**src/iprf_pkg.sv**
```systemverilog
package iprf_pkg;
    // ==========================================
    // register map
    localparam logic [3:0] IPRF_ADDR_PRIO = 4'h0;
    localparam int IPRF_ADDR_W = 4;
    localparam int IPRF_DATA_W = 16;
    localparam int IPRF_PRIO_W = 3;
    // ==========================================
    // field positions
    localparam int IPRF_CAN_TX_LSB = 8;
    localparam int IPRF_DMA7_LSB = 4;
    localparam int IPRF_DMA6_LSB = 0;
    // ==========================================
    // codes and reset values
    localparam logic [2:0] IPRF_PRIO_RESET = 3'h4;
    localparam logic [2:0] IPRF_PRIO_OFF = 3'h0;
    localparam logic [15:0] IPRF_IMPL_MASK = 16'h0777;
endpackage

```
**src/iprf_prio_regs.sv**
```systemverilog
// Strobed register access and the register addresses were decided locally.
`timescale 1ns/1ps
// Overview of operation
// (RULE1) each priority field is three bits, codes 1 to 7 giving levels 1 to 7 with 7 most urgent.
// (RULE2) a field holding code 000 disables its source so its request is never forwarded.
// (RULE3) bits 15 to 11, bit 7 and bit 3 read as zero and ignore writes.
// (RULE4) can transmit request priority sits at bits 10:8, dma channel 7 at 6:4, dma channel 6 at 2:0.
// (RULE5) without the can controller the can transmit source stays disabled whatever is written.
// (RULE6) after reset each field holds code 100 and unimplemented bits are zero.
module iprf_prio_regs #(
    parameter bit CAN_PRESENT = 1'b1
) (
    input wire logic clock_in,
    input wire logic rst_in,
    input wire logic clk_en_in,
    input wire logic [3:0] addr_in,
    input wire logic [15:0] wdata_in,
    input wire logic wr_in,
    input wire logic rd_in,
    output logic [15:0] rdata_out,
    input wire logic can_tx_req_in,
    input wire logic dma_ch7_done_req_in,
    input wire logic dma_ch6_done_req_in,
    output logic [2:0] can_tx_request_priority_out,
    output logic [2:0] dma_ch7_done_priority_out,
    output logic [2:0] dma_ch6_done_priority_out,
    output logic [2:0] can_tx_level_out,
    output logic [2:0] dma_ch7_level_out,
    output logic [2:0] dma_ch6_level_out
);
    // ==========================================
    // storage
    logic [15:0] prio_q;
    logic [15:0] prio_d;
    logic [15:0] rdata_q;
    logic [15:0] rdata_d;
    logic [2:0] can_field;
    logic [2:0] dma7_field;
    logic [2:0] dma6_field;
    logic [15:0] reset_word;
    logic hit;
    logic wr_take;
    logic rd_take;
    logic [2:0] src_req;
    logic [2:0] src_code [3];
    logic [2:0] src_level [3];

    // ==========================================
    // address decode
    assign hit = (addr_in == iprf_pkg::IPRF_ADDR_PRIO);
    assign wr_take = wr_in && hit;
    assign rd_take = rd_in && hit;

    // ==========================================
    // next values
    assign reset_word = {5'h00, iprf_pkg::IPRF_PRIO_RESET, 1'b0,
                         iprf_pkg::IPRF_PRIO_RESET, 1'b0, iprf_pkg::IPRF_PRIO_RESET}; // RULE6
    // unimplemented bits are dropped on the way in
    assign prio_d = wr_take ? (wdata_in & iprf_pkg::IPRF_IMPL_MASK) : prio_q; // RULE3
    // read data stand one cycle, zero otherwise
    assign rdata_d = rd_take ? (prio_q & iprf_pkg::IPRF_IMPL_MASK) : 16'h0000; // RULE3

    // ==========================================
    // field register
    always_ff @(posedge clock_in) begin
        if (rst_in) begin
            prio_q <= reset_word; // RULE6
        end else if (clk_en_in) begin
            prio_q <= prio_d;
        end
    end

    // ==========================================
    // read data register
    always_ff @(posedge clock_in) begin
        if (rst_in) begin
            rdata_q <= 16'h0000;
        end else if (clk_en_in) begin
            rdata_q <= rdata_d;
        end
    end

    // ==========================================
    // field decode
    assign can_field = prio_q[iprf_pkg::IPRF_CAN_TX_LSB +: iprf_pkg::IPRF_PRIO_W]; // RULE4
    assign dma7_field = prio_q[iprf_pkg::IPRF_DMA7_LSB +: iprf_pkg::IPRF_PRIO_W]; // RULE4
    assign dma6_field = prio_q[iprf_pkg::IPRF_DMA6_LSB +: iprf_pkg::IPRF_PRIO_W]; // RULE4

    // ==========================================
    // arbiter levels
    // zero when the field is 000 or the source is idle
    function automatic logic [2:0] iprf_level(input logic req, input logic [2:0] code);
        iprf_level = req ? code : iprf_pkg::IPRF_PRIO_OFF; // RULE1 RULE2
    endfunction

    assign src_req = {can_tx_req_in, dma_ch7_done_req_in, dma_ch6_done_req_in};
    assign src_code[2] = can_tx_request_priority_out; // RULE5
    assign src_code[1] = dma7_field;
    assign src_code[0] = dma6_field;

    generate
        for (genvar i = 0; i < 3; i++) begin : g_src
            assign src_level[i] = iprf_level(src_req[i], src_code[i]); // RULE1 RULE2
        end
    endgenerate

    // ==========================================
    // outputs
    assign rdata_out = rdata_q;
    assign can_tx_request_priority_out = CAN_PRESENT ? can_field : iprf_pkg::IPRF_PRIO_OFF; // RULE5
    assign dma_ch7_done_priority_out = dma7_field;
    assign dma_ch6_done_priority_out = dma6_field;
    assign can_tx_level_out = src_level[2]; // RULE5
    assign dma_ch7_level_out = src_level[1];
    assign dma_ch6_level_out = src_level[0];

    // ==========================================
    // reset checks
    reset_value_a: assert property (@(posedge clock_in) // RULE6
        rst_in |=> prio_q == 16'h0444)
        else $error("bad reset value");

    reset_read_a: assert property (@(posedge clock_in) // RULE6
        rst_in |=> rdata_out == 16'h0000)
        else $error("read data not cleared by reset");

    reset_fields_a: assert property (@(posedge clock_in) // RULE6
        rst_in |=> dma_ch7_done_priority_out == 3'h4 && dma_ch6_done_priority_out == 3'h4)
        else $error("field reset value wrong");

    // ==========================================
    // register access checks
    reserved_zero_a: assert property (@(posedge clock_in) disable iff (rst_in) // RULE3
        (rdata_out & ~iprf_pkg::IPRF_IMPL_MASK) == 16'h0000)
        else $error("reserved bits nonzero");

    reserved_store_a: assert property (@(posedge clock_in) disable iff (rst_in) // RULE3
        (prio_q & ~iprf_pkg::IPRF_IMPL_MASK) == 16'h0000)
        else $error("reserved bits stored");

    write_store_a: assert property (@(posedge clock_in) disable iff (rst_in) // RULE4
        (wr_take && clk_en_in) |=> prio_q == ($past(wdata_in) & 16'h0777))
        else $error("write lost");

    unmapped_write_a: assert property (@(posedge clock_in) disable iff (rst_in) // RULE3
        (wr_in && !hit && clk_en_in) |=> $stable(prio_q))
        else $error("unmapped write landed");

    read_back_a: assert property (@(posedge clock_in) disable iff (rst_in) // RULE3
        (rd_take && clk_en_in && !wr_in) |=> rdata_out == $past(prio_q))
        else $error("read mismatch");

    read_idle_a: assert property (@(posedge clock_in) disable iff (rst_in) // RULE3
        (clk_en_in && !rd_take) |=> rdata_out == 16'h0000)
        else $error("read data outstayed its cycle");

    // ==========================================
    // field placement checks
    can_map_a: assert property (@(posedge clock_in) disable iff (rst_in) // RULE4
        (wr_take && clk_en_in && CAN_PRESENT) |=> can_tx_request_priority_out == $past(wdata_in[10:8]))
        else $error("can field misplaced");

    dma7_map_a: assert property (@(posedge clock_in) disable iff (rst_in) // RULE4
        (wr_take && clk_en_in) |=> dma_ch7_done_priority_out == $past(wdata_in[6:4]))
        else $error("dma7 field misplaced");

    dma6_map_a: assert property (@(posedge clock_in) disable iff (rst_in) // RULE4
        (wr_take && clk_en_in) |=> dma_ch6_done_priority_out == $past(wdata_in[2:0]))
        else $error("dma6 field misplaced");

    // ==========================================
    // level checks
    disabled_src_a: assert property (@(posedge clock_in) disable iff (rst_in) // RULE2
        dma6_field == 3'h0 |-> dma_ch6_level_out == 3'h0)
        else $error("disabled source forwarded");

    can_disabled_a: assert property (@(posedge clock_in) disable iff (rst_in) // RULE2
        can_tx_request_priority_out == 3'h0 |-> can_tx_level_out == 3'h0)
        else $error("disabled can source forwarded");

    dma7_disabled_a: assert property (@(posedge clock_in) disable iff (rst_in) // RULE2
        dma7_field == 3'h0 |-> dma_ch7_level_out == 3'h0)
        else $error("disabled dma7 source forwarded");

    level_pass_a: assert property (@(posedge clock_in) disable iff (rst_in) // RULE1
        dma_ch7_done_req_in |-> dma_ch7_level_out == dma7_field)
        else $error("level wrong");

    can_level_a: assert property (@(posedge clock_in) disable iff (rst_in) // RULE1
        can_tx_req_in |-> can_tx_level_out == can_tx_request_priority_out)
        else $error("can level wrong");

    dma6_level_a: assert property (@(posedge clock_in) disable iff (rst_in) // RULE1
        dma_ch6_done_req_in |-> dma_ch6_level_out == dma6_field)
        else $error("dma6 level wrong");

    can_idle_a: assert property (@(posedge clock_in) disable iff (rst_in)
        !can_tx_req_in |-> can_tx_level_out == 3'h0)
        else $error("idle can source forwarded");

    dma6_idle_a: assert property (@(posedge clock_in) disable iff (rst_in)
        !dma_ch6_done_req_in |-> dma_ch6_level_out == 3'h0)
        else $error("idle dma6 source forwarded");

    can_absent_a: assert property (@(posedge clock_in) disable iff (rst_in) // RULE5
        !CAN_PRESENT |-> can_tx_level_out == 3'h0)
        else $error("can source not disabled");

    can_absent_field_a: assert property (@(posedge clock_in) disable iff (rst_in) // RULE5
        !CAN_PRESENT |-> can_tx_request_priority_out == 3'h0)
        else $error("can field not forced off");

    // ==========================================
    // clock enable checks
    freeze_a: assert property (@(posedge clock_in) disable iff (rst_in)
        !clk_en_in |=> $stable(prio_q))
        else $error("state moved while frozen");

    rdata_freeze_a: assert property (@(posedge clock_in) disable iff (rst_in)
        !clk_en_in |=> $stable(rdata_out))
        else $error("read data moved while frozen");

    // ==========================================
    // covers
    write_cov_c: cover property (@(posedge clock_in) wr_take && clk_en_in);
    read_cov_c: cover property (@(posedge clock_in) rd_take && clk_en_in);
    top_level_c: cover property (@(posedge clock_in) can_tx_level_out == 3'h7);
    disabled_cov_c: cover property (@(posedge clock_in) dma_ch6_done_req_in && dma6_field == 3'h0);
    frozen_write_c: cover property (@(posedge clock_in) wr_take && !clk_en_in);
endmodule // iprf_prio_regs

```
**config.mk**
```make
export PLATFORM = sky130hd
export DESIGN_NAME = iprf_prio_regs
export DESIGN_NICKNAME = d
export VERILOG_FILES = /design/src/iprf_pkg.sv /design/src/iprf_prio_regs.sv
export SDC_FILE = /design/constraint.sdc
export NUM_CORES = 1
export LEC_CHECK = 0
export BUFFER_PORTS_ARGS = -buffer_cell sky130_fd_sc_hd__buf_2
export CORE_ASPECT_RATIO = 0.8
export CORE_UTILIZATION = 43
export DETAILED_ROUTE_END_ITERATION = 10
export GPL_ROUTABILITY_DRIVEN = 1
export GPL_TIMING_DRIVEN = 0
export PLACE_DENSITY = 0.95
export SLEW_MARGIN = 20
export SYNTH_ARGS = -nofsm -noshare
export SYNTH_HDL_FRONTEND = slang
export SYNTH_SLANG_ARGS = --single-unit
```
**constraint.sdc**
```tcl
create_clock -name clock_in -period 2.9 [get_ports clock_in]
set_clock_uncertainty 0.05 [all_clocks]
set_input_delay 0.145 -clock clock_in [delete_from_list [all_inputs] [get_ports clock_in]]
set_output_delay 0.145 -clock clock_in [all_outputs]
set_load 0.03 [all_outputs]
```
# == Word-level counts from Yosys, hierarchy flattened ==
# Cells that the tools add are included.
# totals
reg_bits,25
inputBits,28
out_inout_bits,34
word_cells,10
# classes
reduce_logical,4
muxes,4
# op_table
op,count
11-bit 2-to-1 mux,1
3-bit 2-to-1 mux,3
4-bit logical NOT,1
1-bit logical AND,2
2-bit AND reduction,1

# == Longest topological paths before layout ==
# Gate-level depths: netlist (run 1).
# logic_depth
depth_word,3
ltp_mapped,5
mapped_depth_nobuf,3

# == Worst setup path before layout (run 1) ==
# OpenSTA, ideal clock, no wires.
# synth_path
kind,register to output
startpoint,reg prio_q[10]
endpoint,out can_tx_level_out[2]
stages_incl_launch_ff,2
setup_slack_ns,1.841
t_arrival_ns,0.864
path_cell_list,dfxtp_1 -> and2_1
# synth_via
elab_chain_cells,1
# synth_lines
element,line_no,text
from (decl),iprf_prio_regs.sv:33,logic [15:0] prio_q;
from (signal assigned),iprf_prio_regs.sv:67,prio_q <= reset_word;
from (signal assigned),iprf_prio_regs.sv:69,prio_q <= prio_d;
3-bit 2-to-1 mux,iprf_prio_regs.sv:93,iprf_level = req ? code : iprf_pkg::IPRF_PRIO_OFF;
to (decl),iprf_prio_regs.sv:27,"output logic [2:0] can_tx_level_out,"
# No other way between the ends.

# == Worst setup path in the final report (run 1) ==
# Ends and elaborated chain as after synthesis.

==> results.py, run 1 <==
metrics = {
    "setup_path": {
        "cp-start-kind": "flop",
        "reg2regPathDepth": 2,
        "timing.rr.end": "rdata_out[8]$_SDFFE_PP0P_",
        "critical_path_class": "reg2out",
        "cp.arrival_ns": 0.99,
        "required_ns": 2.71,
        "reg2reg_from": "rdata_out[8]$_SDFFE_PP0P_",
        "cpPeakStageDelay_ns": 0.38,
        "critPathSlowestCell": "dfxtp_1",
        "cp-end-kind": "primary output",
        "startpoint": "prio_q[10]$_SDFFE_PP1P_",
        "ff2ff_setup_slack_ns": 2.07,
        "worstPathCellList": "and2_1 -> buf_2",
        "worst-path-max-fanout": 4,
    },
    "die": {
        "ioPinCount": 62,
        "start_util": 0.462,
        "std_cell_rows": 14,
        "die-height_um": 42.3,
        "fp.dieArea_um2": 2220,
        "chipWidth_um": 52.4,
        "coreArea_um2": 1890,
    },
    "yosys": {
        "async_reset_ff_frac": 0,
        "synth_top_family_by_area": "simple AND/OR/NAND/NOR gates",
        "seq_area_frac_synth": 0.413,
        "synth_area_per_cell_um2": 9.49,
        "ys.flop_type": "dfxtp_1",
        "synth.mux.area_fraction": 0.103,
        "synth_top_area_frac": 0.413,
        "yosys.area_share.adder": 0,
        "synthTopCellsByCount": "18 x dfxtp_1, 15 x nand2b_1, 9 x and2_1, 9 x mux2i_1",
        "synth-xor-area-share": 0,
        "synth_area_leaders": "dfxtp_1 41%, nand2b_1 11%, mux2i_1 10%",
        "synth_compound_area_frac": 0.0860,
        "ys_ff_latch": 18,
        "synthSimpleGateAreaFrac": 0.249,
        "yosysTopAreaCell": "dfxtp_1",
        "synth_cell_types": 18,
        "synth_most_common_cell": "dfxtp_1",
        "synth_area_um2": 873,
        "ys.warnings.count": 0,
        "syn_inst": 92,
        "synth-edff-count": 0,
    },
    "power_and_ir_drop": {
        "p_leak_nw": 0.554,
        "vdd_drop_max_mv": 0.299,
        "power_density_nw_per_um2": 399,
    },
    "layout": {
        "fillCellCount": 158,
        "layout.nets": 176,
        "syn2layout_area_growth_pct": 36.0,
        "design_area_um2": 1190,
        "diodes": 0,
        "post_route_cells_drive_above_1_share": 0.415,
        "final-seq-area_um2": 360,
        "multi_input_area_um2": 409,
    },
    "detailed_routing": {
        "route.detailed.vias_per_inst": 4.67,
        "dr.pass1.iters": 3,
        "drt_iter0_markers": 6,
        "wl_per_cell_um": 11.6,
        "vias": 798,
        "drc_errors": 0,
        "final_antenna_net_count": 0,
        "wirelength_um": 1980,
    },
    "clock_network": {
        "cts_max_level": 1,
        "cts_tree": "yes",
        "clock_path_buffers": 2,
        "clk_latency_ns": 0.29,
        "post_cts_buffers": 0,
        "clk_pin_slew_worst_paths_ns": 0.10,
        "cts_resized": 0,
        "clkSinkCount": 18,
        "numCtsBuffers": 3,
        "holdBufCountCts": 0,
        "root_buffer": "clkbuf_4",
    },
    "sta": {
        "finalHoldViolCount": 0,
        "period_share": 0.408,
        "rsz0062_at_grt": "false",
        "fmax_mhz": 845,
        "slew_viol_final": 0,
        "hold_ws_ns": 0.0463,
        "post-route-min-period_ns": 1.18,
        "tns_ns": 0,
        "setup_violations": 0,
    },
    "run_status": {
        "status": "finished clean",
    },
    "grt": {
        "grt_util_met2": 0.344,
        "top_usage_layer": "met2",
        "grt_max_degree": 11,
        "antenna_found_initial": 0,
        "gr-total-overflow": 0,
        "track_usage": 0.191,
        "grt_first_pass_wirelength_um": 3050,
        "use_met3": 0.0725,
        "grt_pass1_vias": 698,
        "grtUsageMet1": 0.199,
    },
    "job": {
        "drv_cap": 0,
    },
    "worst_hold_path": {
        "hold_depth": 2,
        "hold_end": "rdata_out[10]$_SDFFE_PP0P_",
        "min_from": "clk_en_in",
        "hold_class": "in2reg",
    },
    "place": {
        "globalplace.congestion": 0.648,
        "placed_area_um2": 1150,
        "port_buffers": 45,
        "dp_hpwl_um": 1470,
    },
}
logic make-up (layout without fill, tap and decap cells):
family / after synthesis / after routing
buffers and inverters: 20 / 69
AND/OR/NAND/NOR: 35 / 35
AO/OA/AOI/OAI: 9 / 9
multiplexers: 9 / 9
other: 1 / 7
flip-flops: 18 / 18
cell type report:
| class | count | area share |
|---|---|---|
| Buffer | 12 | 0.0811 |
| Clock buffer | 4 | 0.0306 |
| Inverter | 8 | 0.0253 |
| Multi-Input combinational cell | 60 | 0.345 |
| Sequential cell | 18 | 0.303 |
| Tap cell | 24 | 0.0253 |
| Timing Repair Buffer | 45 | 0.190 |
layout by cell type (no fill, tap or decap), drive strengths merged:
cell / instances
a21oi: 1
and2: 9
and3: 1
buf: 55
clkbuf: 6
conb: 7
dfxtp: 18
inv: 8
mux2i: 9
nand2b: 15
nand3: 1
nand4: 1
nor2: 7
nor3b: 1
o32ai: 8
layer usage:
layer / part of all wire / wire length [um]
met4: 0.011 / 21
met1: 0.45 / 892
met2: 0.46 / 901
met5: 0 / 0
met3: 0.081 / 161
flip-flops by register name, indices dropped and copies added, names as in the netlist:
signal	flops
rdata_out	9
prio_q	9
per-stage QoR:
step	util	total power [mW]	std cells	worst slack, ns
2_1_floorplan	-	0.303	98	1.84
3_3_place_gp	0.608	0.323	167	1.77
3_5_place_dp	0.608	0.325	167	1.73
4_1_cts	0.628	0.478	171	1.71
5_1_grt	0.628	0.496	171	1.63
6_report	0.628	0.474	171	1.72
how the worst max path moves through the flow:
stage | end | slack [ns] | depth (start not counted)
final | can_tx_level_out[2] | 1.72 | 2
after floorplan | can_tx_level_out[2] | 1.84 | 1
after global placement | rdata_out[0]$_SDFFE_PP0P_ | 1.77 | 4
after CTS | dma_ch6_level_out[2] | 1.71 | 2
after global routing | can_tx_level_out[2] | 1.63 | 2
after detailed placement | rdata_out[8]$_SDFFE_PP0P_ | 1.73 | 4
power by group:
part	leakage [nW]	internal, mW	switching [mW]
Combinational	0.388	0.0294	0.0406
Clock	0.0210	0.0765	0.0781
Sequential	0.145	0.248	0.000854
worst max-delay path: cells and delay by family (launching register included):
family                 cells  cell delay (ns)
buffers and inverters      1             0.19
flip-flops                 1             0.38
AND/OR/NAND/NOR            1             0.13
Note: power is estimated with default switching activity, not from simulation.
==> inputs of run 2 (changes only) <==
--- a/config.mk
+++ b/config.mk
@@ -5,13 +5,14 @@
 export SDC_FILE = /design/constraint.sdc
 export NUM_CORES = 1
 export LEC_CHECK = 0
+export ABC_AREA = 1
 export BUFFER_PORTS_ARGS = -buffer_cell sky130_fd_sc_hd__buf_2
 export CORE_ASPECT_RATIO = 0.8
-export CORE_UTILIZATION = 43
+export CORE_UTILIZATION = 40
 export DETAILED_ROUTE_END_ITERATION = 10
 export GPL_ROUTABILITY_DRIVEN = 1
 export GPL_TIMING_DRIVEN = 0
-export PLACE_DENSITY = 0.95
+export PLACE_DENSITY = 0.89
 export SLEW_MARGIN = 20
 export SYNTH_ARGS = -nofsm -noshare
 export SYNTH_HDL_FRONTEND = slang
==> constraint.sdc (replaced) <==
create_clock -name clock_in -period 1.1 [get_ports clock_in]
set_clock_uncertainty 0.05 [all_clocks]
set_input_delay 0.055 -clock clock_in [delete_from_list [all_inputs] [get_ports clock_in]]
set_output_delay 0.055 -clock clock_in [all_outputs]
set_load 0.03 [all_outputs]
==> run 2 against run 1 <==
  * Register-to-register slack worse by 1.7 ns
  * Via count grew 23%
  * Largest cell class is now non-clock buffers
  * Largest power group unchanged
  * Critical endpoint unchanged
  * Count of clock-buffer cells in the layout is the same
==> results.py, run 2 <==
metrics = {
    "die": {
        "ioPinCount": 62,
        "start_util": 0.451,
        "die-height_um": 44.2,
        "fp.dieArea_um2": 2420,
        "std_cell_rows": 14,
        "chipWidth_um": 54.8,
        "coreArea_um2": 1980,
    },
    "yosys": {
        "synth_area_per_cell_um2": 7.25,
        "synth_most_common_cell": "nand2_1",
        "yosysTopAreaCell": "dfxtp_1",
        "async_reset_ff_frac": 0,
        "synthTopCellsByCount": "23 x nand2_1, 18 x dfxtp_1, 16 x inv_1",
        "ys.warnings.count": 0,
        "ys.flop_type": "dfxtp_1",
        "synth_area_leaders": "dfxtp_1 40%, nand2_1 9.7%, buf_4 8.4%",
        "synth_area_um2": 892,
        "seq_area_frac_synth": 0.404,
        "syn_inst": 123,
        "ys_ff_latch": 18,
        "synth_top_area_frac": 0.404,
        "synth_cell_types": 18,
        "synth-edff-count": 0,
    },
    "power_and_ir_drop": {
        "pwr-share-comb": 0.215,
        "power_density_nw_per_um2": 1050,
        "vdd_drop_max_mv": 0.735,
        "p_switching_mw": 0.397,
        "seqPwrFrac": 0.493,
        "p_leak_nw": 0.752,
        "switching_share": 0.288,
        "intPower_mw": 0.983,
        "power.total_mw": 1.38,
        "pwr-share-clk": 0.292,
    },
    "place": {
        "globalplace.congestion": 0.813,
        "port_buffers": 45,
        "dp_cells": 198,
        "dp_hpwl_um": 1630,
    },
    "layout": {
        "layout_commonest_cell": "buf_2",
        "fin_cells": 211,
        "fillCellCount": 173,
        "diodes": 0,
        "post_route_cells_drive_above_1_share": 0.417,
        "syn2layout_area_growth_pct": 48.0,
        "final-seq-area_um2": 377,
        "layout.nets": 216,
        "multi_input_area_um2": 388,
        "final_cell_mix": "44 x buf_2, 23 x nand2_1, 16 x inv_1",
    },
    "worst_hold_path": {
        "hold_depth": 4,
        "min_from": "addr_in[0]",
        "hold_class": "in2reg",
        "hold_end": "rdata_out[10]$_SDFFE_PP0P_",
    },
    "setup_path": {
        "timing.rr.end": "rdata_out[1]$_SDFFE_PP0P_",
        "worst-path-max-fanout": 4,
        "cp-end-kind": "primary output",
        "startpoint": "prio_q[10]$_SDFFE_PP1P_",
        "reg2regPathDepth": 2,
        "ff2ff_setup_slack_ns": 0.35,
        "reg2reg_from": "prio_q[1]$_SDFFE_PP0P_",
        "required_ns": 1.00,
        "cp-start-kind": "flop",
        "critical_path_class": "reg2out",
        "cp.arrival_ns": 0.95,
    },
    "run_status": {
        "status": "finished clean",
    },
    "sta": {
        "post-route-min-period_ns": 1.05,
        "hold_ws_ns": 0.0157,
        "tns_ns": 0,
        "finalHoldViolCount": 0,
        "period_share": 0.956,
        "fmax_mhz": 951,
        "setup_violations": 0,
        "rsz0062_at_grt": "false",
        "slew_viol_final": 0,
    },
    "detailed_routing": {
        "wl_per_cell_um": 10.6,
        "dr.pass1.iters": 4,
        "route.detailed.vias_per_inst": 4.67,
        "wirelength_um": 2240,
        "drc_errors": 0,
        "final_antenna_net_count": 0,
        "vias": 985,
        "drt_iter0_markers": 22,
    },
    "grt": {
        "antenna_found_initial": 0,
        "grt_first_pass_wirelength_um": 3530,
        "grt_max_degree": 11,
        "grt_pass1_vias": 890,
        "track_usage": 0.201,
        "gr-total-overflow": 0,
    },
    "clock_network": {
        "clk_latency_ns": 0.29,
        "cts_tree": "yes",
        "numCtsBuffers": 3,
        "cts_max_level": 1,
        "clkSinkCount": 18,
        "root_buffer": "clkbuf_4",
        "clk_pin_slew_worst_paths_ns": 0.10,
        "clock_path_buffers": 2,
        "post_cts_buffers": 0,
    },
    "job": {
        "drv_cap": 0,
    },
}
## run 2: changes by cell type after synthesis, sizes merged, moves of 9 or more
| cell | before | now |
|---|---|---|
| nand2b | 15 | 0 |
| inv | 8 | 17 |
| and2 | 9 | 0 |
| nand4 | 1 | 12 |
| o21ai | 0 | 9 |
| mux2i | 9 | 0 |
| nand2 | 0 | 25 |
## run 2: final cells by class
cell class | count | share of cell area
multi-input combinational | 80 | 0.294
sequential | 18 | 0.285
timing repair buffer | 54 | 0.245
buffer | 14 | 0.0758
inverter | 17 | 0.0502
clock buffer | 4 | 0.0275
tap | 24 | 0.0227
## run 2: cells by family after synthesis
kind of cell           Yosys count  share of synthesized area
DFF                             18                      0.404
buffers and inverters           31                      0.187
other                            1                    0.00420
AOI/OAI and AO/OA               18                      0.101
and+or+nand+nor                 55                      0.304
## run 2: timing repair
action,in CTS,in global routing
hold buffers,9,0
hold endpoints to repair,9,0
setup endpoints to repair,4,8
cloned,0,0
gates resized for setup,4,12
## run 2: power groups by stage
stage	Combinational, mW	Clock [mW]	Sequential, mW
after floorplan	0.146	0	0.739
after global placement	0.261	0	0.698
after detailed placement	0.267	0	0.699
after CTS	0.292	0.410	0.685
after global routing	0.320	0.437	0.684
final	0.296	0.403	0.681
## run 2: worst max path at each step
stage                             endpoint  slack, ns  cells past startpoint
global route          dma_ch7_level_out[1]      0.004                      3
global placement    prio_q[9]$_SDFFE_PP0P_       0.11                      6
CTS                    can_tx_level_out[1]      0.008                      3
detailed placement  prio_q[9]$_SDFFE_PP0P_       0.09                      6
finish                 can_tx_level_out[2]       0.05                      3
floorplan              can_tx_level_out[2]       0.19                      2
## run 2: per-layer routing
metal,GRT usage,vias up,part of all wire
met3,0.0412,5,0.080
met5,0,-,0
met2,0.352,47,0.47
li1,-,509,-
met1,0.234,424,0.43
met4,0.0821,0,0.015
## run 2: per-stage QoR
step / area (um2) / setup slack (ns) / utilization
after global placement: 1170 / 0.107 / 0.591
after CTS: 1300 / 0.00798 / 0.657
after floorplan: 915 / 0.192 / -
after detailed placement: 1170 / 0.0909 / 0.591
after global routing: 1320 / 0.00424 / 0.667
final: 1320 / 0.0487 / 0.667
## run 2: worst max-delay path, cell delays in order, from the launching register on
cell and delay [ns]:
dfxtp_2 0.37, nand2_1 0.06, inv_1 0.04, buf_2 0.18
